**src/pgr_pkg.sv**
```systemverilog
// Constants and types for the page group response engine
package pgr_pkg;
	// ==========================================================
	// Descriptor layout
	localparam int PGR_DESC_W = 256;
	localparam int PGR_TYPE_LO_MSB = 3;
	localparam int PGR_TYPE_LO_LSB = 0;
	localparam int PGR_TYPE_HI_MSB = 11;
	localparam int PGR_TYPE_HI_LSB = 9;
	localparam int PGR_PASID_PRES_BIT = 4;
	localparam int PGR_PDP_BIT = 5;
	localparam int PGR_RESP_MSB = 15;
	localparam int PGR_RESP_LSB = 12;
	localparam int PGR_RID_MSB = 31;
	localparam int PGR_RID_LSB = 16;
	localparam int PGR_PASID_MSB = 51;
	localparam int PGR_PASID_LSB = 32;
	localparam int PGR_PRGI_MSB = 72;
	localparam int PGR_PRGI_LSB = 64;
	localparam int PGR_PRIV_MSB = 255;
	localparam int PGR_PRIV_LSB = 128;
	localparam int PGR_INV_W = 128;
	// ==========================================================
	// Field widths
	localparam int PGR_TYPE_W = 7;
	localparam int PGR_RID_W = 16;
	localparam int PGR_BUS_W = 8;
	localparam int PGR_PASID_W = 20;
	localparam int PGR_PRGI_W = 9;
	localparam int PGR_RESP_W = 4;
	localparam int PGR_PRIV_W = 128;
	// ==========================================================
	// Type codes, high part then low part
	localparam logic [6:0] PGR_TYPE_GRP_RESP = 7'h09;
	localparam logic [6:0] PGR_TYPE_DEV_INV = 7'h03;
	localparam logic [6:0] PGR_TYPE_PDEV_INV = 7'h08;
	// Queue width select value for 128-bit descriptors
	localparam logic PGR_WIDTH_128 = 1'b0;
	// ==========================================================
	// Response codes
	localparam logic [3:0] PGR_RC_SUCCESS = 4'h0;
	localparam logic [3:0] PGR_RC_INVALID = 4'h1;
	localparam logic [3:0] PGR_RC_FAILURE = 4'hF;
	// ==========================================================
	typedef enum logic [2:0] {
		PGR_CLS_GRP = 3'b001,
		PGR_CLS_INV = 3'b010,
		PGR_CLS_OTHER = 3'b100
	} pgr_cls_t;
	typedef enum logic [1:0] {
		PGR_ST_IDLE = 2'b01,
		PGR_ST_SEND = 2'b10
	} pgr_state_t;
endpackage

```
**src/pgr_dec_if.sv**
```systemverilog
// Carrier between descriptor decoder and engine
interface pgr_dec_if;
	import pgr_pkg::*;
	logic [PGR_DESC_W-1:0] desc;
	logic queue_width_select;
	pgr_cls_t cls;
	logic width_err;
	logic [PGR_RID_W-1:0] rid;
	logic pasid_present;
	logic [PGR_PASID_W-1:0] pasid;
	logic [PGR_PRGI_W-1:0] prgi;
	logic [PGR_RESP_W-1:0] resp_code;
	logic private_data_flag;
	logic [PGR_PRIV_W-1:0] priv_data;
	modport dec (input desc, input queue_width_select, output cls, output width_err,
		output rid, output pasid_present, output pasid, output prgi, output resp_code,
		output private_data_flag, output priv_data);
	modport use_side (output desc, output queue_width_select, input cls, input width_err,
		input rid, input pasid_present, input pasid, input prgi, input resp_code,
		input private_data_flag, input priv_data);
endinterface

```
**src/pgr_engine.sv**
```systemverilog
// Page group response engine: command queue descriptors to response messages
// Overview of operation
// - Each group response descriptor yields message when queue width is 256-bit
// - Type decoded from high and low ranges
// - 128-bit queue width gives invalid descriptor for group responses only
// - Requester ID selects bus, device, function
// - Address-space ID present flag forwarded
// - Address-space ID value sent when present
// - Response codes success, invalid, failure, reserved
// - Private-data flag set includes private data
// - Private data ignored when flag clear
// - Responses and invalidations leave in order
// - Group index nine bits, 0 to 511
module pgr_engine
	import pgr_pkg::*;
(
	input wire logic core_clk,
	input wire logic nrst,
	input wire logic queue_width_select,
	input wire logic desc_valid,
	input wire logic [PGR_DESC_W-1:0] desc_data,
	output logic desc_ready,
	output logic invalid_desc_err,
	output logic unsupported_desc,
	output logic msg_valid,
	input wire logic msg_ready,
	output logic msg_is_inv,
	output logic [PGR_RID_W-1:0] msg_rid,
	output logic msg_pasid_present,
	output logic [PGR_PASID_W-1:0] msg_pasid,
	output logic [PGR_PRGI_W-1:0] msg_prgi,
	output logic [PGR_RESP_W-1:0] msg_resp_code,
	output logic msg_pdp,
	output logic [PGR_PRIV_W-1:0] msg_priv_data,
	output logic [PGR_INV_W-1:0] msg_inv_payload
);
	// ==========================================================
	// Decoder
	pgr_dec_if dif ();
	assign dif.desc = desc_data;
	assign dif.queue_width_select = queue_width_select;
	pgr_desc_decode u_dec (
		.dif(dif)
	);

	pgr_state_t state_reg;
	logic take;
	assign take = desc_valid && desc_ready;

	// ==========================================================
	// Sequencer: one message in flight keeps order
	// single holding stage, submission order
	always_ff @(posedge core_clk or negedge nrst) begin
		if (!nrst) begin
			state_reg <= PGR_ST_IDLE;
			desc_ready <= 1'b1;
			msg_valid <= 1'b0;
		end else begin
			unique case (state_reg)
				PGR_ST_IDLE: begin
					if (take && !dif.width_err && dif.cls != PGR_CLS_OTHER) begin
						state_reg <= PGR_ST_SEND;
						desc_ready <= 1'b0;
						msg_valid <= 1'b1;
					end
				end
				PGR_ST_SEND: begin
					if (msg_ready) begin
						state_reg <= PGR_ST_IDLE;
						desc_ready <= 1'b1;
						msg_valid <= 1'b0;
					end
				end
				default: begin
					state_reg <= PGR_ST_IDLE;
					desc_ready <= 1'b1;
					msg_valid <= 1'b0;
				end
			endcase
		end
	end

	// ==========================================================
	// Error pulses
	always_ff @(posedge core_clk or negedge nrst) begin
		if (!nrst) begin
			invalid_desc_err <= 1'b0;
			unsupported_desc <= 1'b0;
		end else begin
			invalid_desc_err <= take && dif.width_err;
			unsupported_desc <= take && (dif.cls == PGR_CLS_OTHER);
		end
	end

	// ==========================================================
	// Message fields
	always_ff @(posedge core_clk or negedge nrst) begin
		if (!nrst) begin
			msg_is_inv <= 1'b0;
			msg_rid <= '0;
			msg_pasid_present <= 1'b0;
			msg_pasid <= '0;
			msg_prgi <= '0;
			msg_resp_code <= PGR_RC_SUCCESS;
			msg_pdp <= 1'b0;
			msg_priv_data <= '0;
			msg_inv_payload <= '0;
		end else if (take && !dif.width_err && dif.cls != PGR_CLS_OTHER) begin
			msg_is_inv <= (dif.cls == PGR_CLS_INV);
			msg_rid <= dif.rid;
			msg_pasid_present <= dif.pasid_present;
			msg_pasid <= dif.pasid_present ? dif.pasid : '0;
			msg_prgi <= dif.prgi;
			msg_resp_code <= dif.resp_code;
			msg_pdp <= dif.private_data_flag;
			msg_priv_data <= dif.private_data_flag ? dif.priv_data : '0;
			msg_inv_payload <= desc_data[PGR_INV_W-1:0];
		end
	end

	// ==========================================================
	// Assertions
	logic acc;
	assign acc = take && !dif.width_err && dif.cls != PGR_CLS_OTHER;

	// accepted response raises message next cycle
	msg_follows_a: assert property (@(posedge core_clk) disable iff (!nrst)
		take && dif.cls == PGR_CLS_GRP && !dif.width_err |=> msg_valid && !msg_is_inv)
		else $error("group response produced no message");
	type_decode_a: assert property (@(posedge core_clk) disable iff (!nrst)
		dif.cls == PGR_CLS_GRP |-> desc_data[11:9] == 3'h0 && desc_data[3:0] == 4'h9)
		else $error("type decode wrong");
	width_err_a: assert property (@(posedge core_clk) disable iff (!nrst)
		take && dif.cls == PGR_CLS_GRP && queue_width_select == PGR_WIDTH_128
		|=> invalid_desc_err && !msg_valid)
		else $error("missing invalid descriptor error");
	rid_copy_a: assert property (@(posedge core_clk) disable iff (!nrst)
		acc |=> msg_rid == $past(desc_data[PGR_RID_MSB:PGR_RID_LSB]))
		else $error("requester id changed");
	// absent address-space ID sent as zero
	pasid_gate_a: assert property (@(posedge core_clk) disable iff (!nrst)
		msg_valid && !msg_pasid_present |-> msg_pasid == '0)
		else $error("pasid leaked without flag");
	priv_gate_a: assert property (@(posedge core_clk) disable iff (!nrst)
		msg_valid && !msg_pdp |-> msg_priv_data == '0)
		else $error("private data leaked");
	priv_copy_a: assert property (@(posedge core_clk) disable iff (!nrst)
		acc && dif.private_data_flag |=> msg_pdp && msg_priv_data == $past(dif.priv_data))
		else $error("private data lost");
	msg_hold_a: assert property (@(posedge core_clk) disable iff (!nrst)
		msg_valid && !msg_ready |=> msg_valid && $stable(msg_rid) && $stable(msg_prgi)
		&& !desc_ready)
		else $error("message changed before taken");
	resp_copy_a: assert property (@(posedge core_clk) disable iff (!nrst)
		acc |=> msg_resp_code == $past(dif.resp_code) && msg_prgi == $past(dif.prgi))
		else $error("response code or group index changed");

	unsup_pulse_a: assert property (@(posedge core_clk) disable iff (!nrst)
		take && dif.cls == PGR_CLS_OTHER |=> unsupported_desc && !msg_valid && desc_ready)
		else $error("unsupported descriptor not dropped");
	err_drop_a: assert property (@(posedge core_clk) disable iff (!nrst)
		take && dif.width_err |=> !msg_valid && !unsupported_desc && desc_ready)
		else $error("erroring descriptor produced a message");
	pasid_flag_a: assert property (@(posedge core_clk) disable iff (!nrst)
		acc |=> msg_pasid_present == $past(desc_data[PGR_PASID_PRES_BIT]))
		else $error("pasid present flag changed");
	pasid_copy_a: assert property (@(posedge core_clk) disable iff (!nrst)
		acc && desc_data[PGR_PASID_PRES_BIT]
		|=> msg_pasid == $past(desc_data[PGR_PASID_MSB:PGR_PASID_LSB]))
		else $error("pasid value changed");
	busy_refuse_a: assert property (@(posedge core_clk) disable iff (!nrst)
		msg_valid |-> !desc_ready)
		else $error("descriptor taken while message pending");
	msg_release_a: assert property (@(posedge core_clk) disable iff (!nrst)
		msg_valid && msg_ready |=> !msg_valid && desc_ready)
		else $error("engine not released after message taken");
	inv_kind_a: assert property (@(posedge core_clk) disable iff (!nrst)
		take && dif.cls == PGR_CLS_INV |=> msg_valid && msg_is_inv)
		else $error("invalidation produced no message");
	inv_payload_a: assert property (@(posedge core_clk) disable iff (!nrst)
		acc |=> msg_inv_payload == $past(desc_data[PGR_INV_W-1:0]))
		else $error("payload changed");

	grp_sent_c: cover property (@(posedge core_clk) disable iff (!nrst)
		acc && dif.cls == PGR_CLS_GRP ##1 msg_valid ##[0:3] msg_ready);
	inv_sent_c: cover property (@(posedge core_clk) disable iff (!nrst)
		acc && dif.cls == PGR_CLS_INV);
	width_err_c: cover property (@(posedge core_clk) disable iff (!nrst) invalid_desc_err);
	stall_c: cover property (@(posedge core_clk) disable iff (!nrst)
		(msg_valid && !msg_ready) [*3]);
endmodule

```
**src/pgr_desc_decode.sv**
```systemverilog
// Combinational descriptor decoder
module pgr_desc_decode
	import pgr_pkg::*;
(
	pgr_dec_if.dec dif
);
	logic [PGR_TYPE_W-1:0] dtype;

	assign dtype = {dif.desc[PGR_TYPE_HI_MSB:PGR_TYPE_HI_LSB],
		dif.desc[PGR_TYPE_LO_MSB:PGR_TYPE_LO_LSB]};

	always_comb begin
		unique case (dtype)
			PGR_TYPE_GRP_RESP: dif.cls = PGR_CLS_GRP;
			PGR_TYPE_DEV_INV, PGR_TYPE_PDEV_INV: dif.cls = PGR_CLS_INV;
			default: dif.cls = PGR_CLS_OTHER;
		endcase
	end

	assign dif.width_err = (dtype == PGR_TYPE_GRP_RESP) &&
		(dif.queue_width_select == PGR_WIDTH_128);

	assign dif.rid = dif.desc[PGR_RID_MSB:PGR_RID_LSB];
	assign dif.pasid_present = dif.desc[PGR_PASID_PRES_BIT];
	assign dif.pasid = dif.desc[PGR_PASID_MSB:PGR_PASID_LSB];
	assign dif.prgi = dif.desc[PGR_PRGI_MSB:PGR_PRGI_LSB];
	assign dif.resp_code = dif.desc[PGR_RESP_MSB:PGR_RESP_LSB];
	assign dif.private_data_flag = dif.desc[PGR_PDP_BIT];
	assign dif.priv_data = dif.desc[PGR_PRIV_MSB:PGR_PRIV_LSB];
endmodule

```
**config.mk**
```make
export PLATFORM = sky130hd
export DESIGN_NAME = pgr_engine
export DESIGN_NICKNAME = d
export VERILOG_FILES = /design/src/pgr_pkg.sv /design/src/pgr_dec_if.sv /design/src/pgr_engine.sv /design/src/pgr_desc_decode.sv
export SDC_FILE = /design/constraint.sdc
export NUM_CORES = 1
export LEC_CHECK = 0
export ABC_CLOCK_PERIOD_IN_PS = 3210
export BUFFER_PORTS_ARGS = -buffer_cell sky130_fd_sc_hd__buf_2
export CAP_MARGIN = 5
export CORE_AREA = 5 5 220 222
export DETAILED_ROUTE_END_ITERATION = 8
export DIE_AREA = 0 0 225 227
export PLACE_DENSITY_LB_ADDON = 0.3
export SYNTH_ARGS = -nofsm -noshare
export SYNTH_HDL_FRONTEND = slang
export SYNTH_SLANG_ARGS = --single-unit
export TNS_END_PERCENT = 100
```
**constraint.sdc**
```tcl
create_clock -name core_clk -period 3.21 [get_ports core_clk]
set_input_delay 0.642 -clock core_clk [delete_from_list [all_inputs] [get_ports core_clk]]
set_output_delay 0.642 -clock core_clk [all_outputs]
set_load 0.01 [all_outputs]
```
==> run metrics <==
WP data required about 3.7 ns; synth-to-layout area growth 36.4%; average wire per standard cell 17.1 um; Reg-to-Reg Start state_reg[0]$_DFFE_PN1P_; status complete, no violations; Hold Crit Class in2async; GR Util All Layers about 14%; count of buffer and inverter cells on the critical path 2; max-slew violation count 0; first-pass GRT wire length between 50000 and 60000 um; final critical-path share of the clock period roughly 67%; root buffer cell clkbuf_16; CTS tree done; CTS Sinks roughly 280; Resized Gates After CTS 0; synthesized area ~0.012 sq mm; main flop type after synthesis dfrtp_1; postcts setup bufs 0; Synth Register Bits ~280; initial antenna violation count 5; Period minus WS final around 2.1 ns; Post-DRT Antenna Nets 0; Largest register FFs around 130; largest net degree at the start of global routing 99; register with the most flip-flops msg_priv_data; routability cong. approximately 0.85; post-place instance area 0.0156 sq mm; critical path arrival 2.59 ns; most used cell, CP buf_12; drt pass-1 iters 4; Via density between 4 and 5; total gr overflow 0; H-tree depth 2; syn_nets around 1200; fin cells between 2000 and 2500; fraction of layout cells with a size suffix above 1 between 50% and 60%; DIE HEIGHT 227 um; vias in the first global route 9423; R2R Setup Slk 1.06 ns; Async S/R FF share, synth 100%; synth warn 0; # port buffers about 570; Worst Skew between 0.005 and 0.006 ns; unrepaired setup endpoints after global routing false; worst-path cell chain nand2_1 > and3b_4 > buf_12 > buf_12 > mux2i_1; die width between 200 and 250 um; I/O pin count ~570; r2r endpoint msg_priv_data[40]$_DFFE_PN0P_; Core Area approximately 0.046 sq mm; clk_lat worst skew between 0.5 and 0.6 ns; Pleak just under 0.009 uW; Largest regs msg_priv_data x128, msg_inv_payload x102, msg_pasid x20; final setup violation count 0; Die ar. roughly 0.051 sq mm; Max Buffers Root-to-Sink 3; fillcell total approximately 4600; FP Rows 79; total of max-cap violations 0; Inserted Clock Buffers 34; top cells by count, synth 280 x dfrtp_1, 151 x nand2_1, 149 x inv_1; setup TNS 0 ns; final wirelength 37000 um; DP HPWL between 20000 and 30000 um; utilization after layout around 36%; dpl cells 2097; CP Capture Type register; critical path launch point type register; post-route design area 0.0166 sq mm; Syn Area/Cell 12.8 sq um; EDFF count, synth 0; Yosys top cell area share between 50% and 60%; drt drc 0; VDD IR max between 0.3 and 0.4 mV; sequential cell area fraction in the yosys report about 58%; Worst-path clk slew 0.06 ns; Hold-fix buffers, CTS 0; worst-margin pin slew 0.809 ns; cell accounting for the most synthesized area dfrtp_1; post-synthesis cell count between 900 and 1000; kind of critical path reg2reg; PD cells around 630 mW/mm^2; Hold Vio Cnt, Final 0; starting density of the core a little over a quarter; Crit path largest cell delay 0.55 ns; Max-slew headroom between 40% and 50%; CP max FO 46; crit-path leading delay family simple AND/OR/NAND/NOR gates; top cells by area, synth dfrtp_1 57%, mux2i_1 12%, mux2_4 10%; Final #Nets around 1800; Vias roughly 9000; most common cell in the synthesized netlist dfrtp_1; Hold WS 0.166 ns; critical path's slowest cell dfstp_2; Worst R2R Path Depth 5; initial drt markers 268; fmax approximately 0.47 GHz; Cell variety after synth 29
[logic make-up (layout without fill, tap and decap cells)]
| logic type | after synthesis | in the layout | share of synthesized area, % |
|---|---|---|---|
| DFF | 281 | 281 | 57.6 |
| buffers and inverters | 227 | 820 | 10.3 |
| muxes | 272 | 272 | 26.1 |
| and+or+nand+nor | 166 | 166 | 5.55 |
| AOI/OAI and AO/OA | 7 | 7 | 0.369 |
| other | 0 | 5 | 0 |
[cell usage in the layout (no fill, tap or decap), types with 2 or more instances in the layout]
cell / n
and2_1: 4
clkbuf_8: 10
buf_2: 570
buf_4: 36
nor2_1: 2
mux2_2: 42
clkinv_2: 2
nand2_1: 151
o31ai_1: 2
dfrtp_1: 280
mux2_4: 82
clkbuf_1: 6
mux2i_1: 148
buf_12: 8
inv_1: 149
inv_6: 2
diode_2: 5
clkbuf_16: 35
[report_power, final]
group | internal [uW] | total, uW | switching [uW]
logic | 1070 | 2250 | 1180
registers | 4180 | 4550 | 369
clock network | 2220 | 3690 | 1470
[worst max path at each step]
| stage | from | to | slack, ns | depth (start not counted) |
|---|---|---|---|---|
| floorplan | desc_data[2] | msg_inv_payload[100]$_DFFE_PN0P_ | 1.26 | 6 |
| global route | state_reg[0]$_DFFE_PN1P_ | msg_priv_data[13]$_DFFE_PN0P_ | 0.94 | 5 |
| global placement | desc_data[1] | msg_inv_payload[74]$_DFFE_PN0P_ | 0.71 | 6 |
| CTS | state_reg[0]$_DFFE_PN1P_ | msg_priv_data[102]$_DFFE_PN0P_ | 1.06 | 5 |
| finish | state_reg[0]$_DFFE_PN1P_ | msg_priv_data[40]$_DFFE_PN0P_ | 1.06 | 5 |
| detailed placement | desc_data[2] | msg_priv_data[19]$_DFFE_PN0P_ | 0.63 | 6 |
[worst reg2reg max path: cells and delay by family, from the launching register on]
kind	cells	cell delay [ns]
AND/OR/NAND/NOR	2	0.60
buffers and inverters	2	0.70
flip-flops	1	0.55
multiplexers	1	0.21
[stage by stage]
stage	setup slack (ns)	power [uW]
6_report	1.06	10500
3_3_place_gp	0.714	6860
4_1_cts	1.06	10700
3_5_place_dp	0.635	6890
2_1_floorplan	1.26	5690
5_1_grt	0.942	11100
[layout make-up]
| type | instances | area, sq um | area share [%] |
|---|---|---|---|
| clock buffers | 51 | 1040 | 6.22 |
| multi-input cells | 445 | 3910 | 23.5 |
| flip-flops and latches | 281 | 7030 | 42.3 |
| inverters | 149 | 559 | 3.36 |
| repair buffers | 615 | 3300 | 19.8 |
| well taps | 607 | 759 | 4.56 |
| clock inverters | 5 | 35.0 | 0.210 |
| diodes | 5 | 12.5 | 0.0752 |
[layer usage]
metal | up-vias | GRT usage, % | part of all wire (%)
met5 | - | 0 | 0
met4 | 0 | 4.58 | 2.3
met3 | 52 | 3.87 | 7.2
met2 | 323 | 24.2 | 52
met1 | 4299 | 15.8 | 38
li1 | 4143 | - | -
Power figures use the tool's default switching activity.
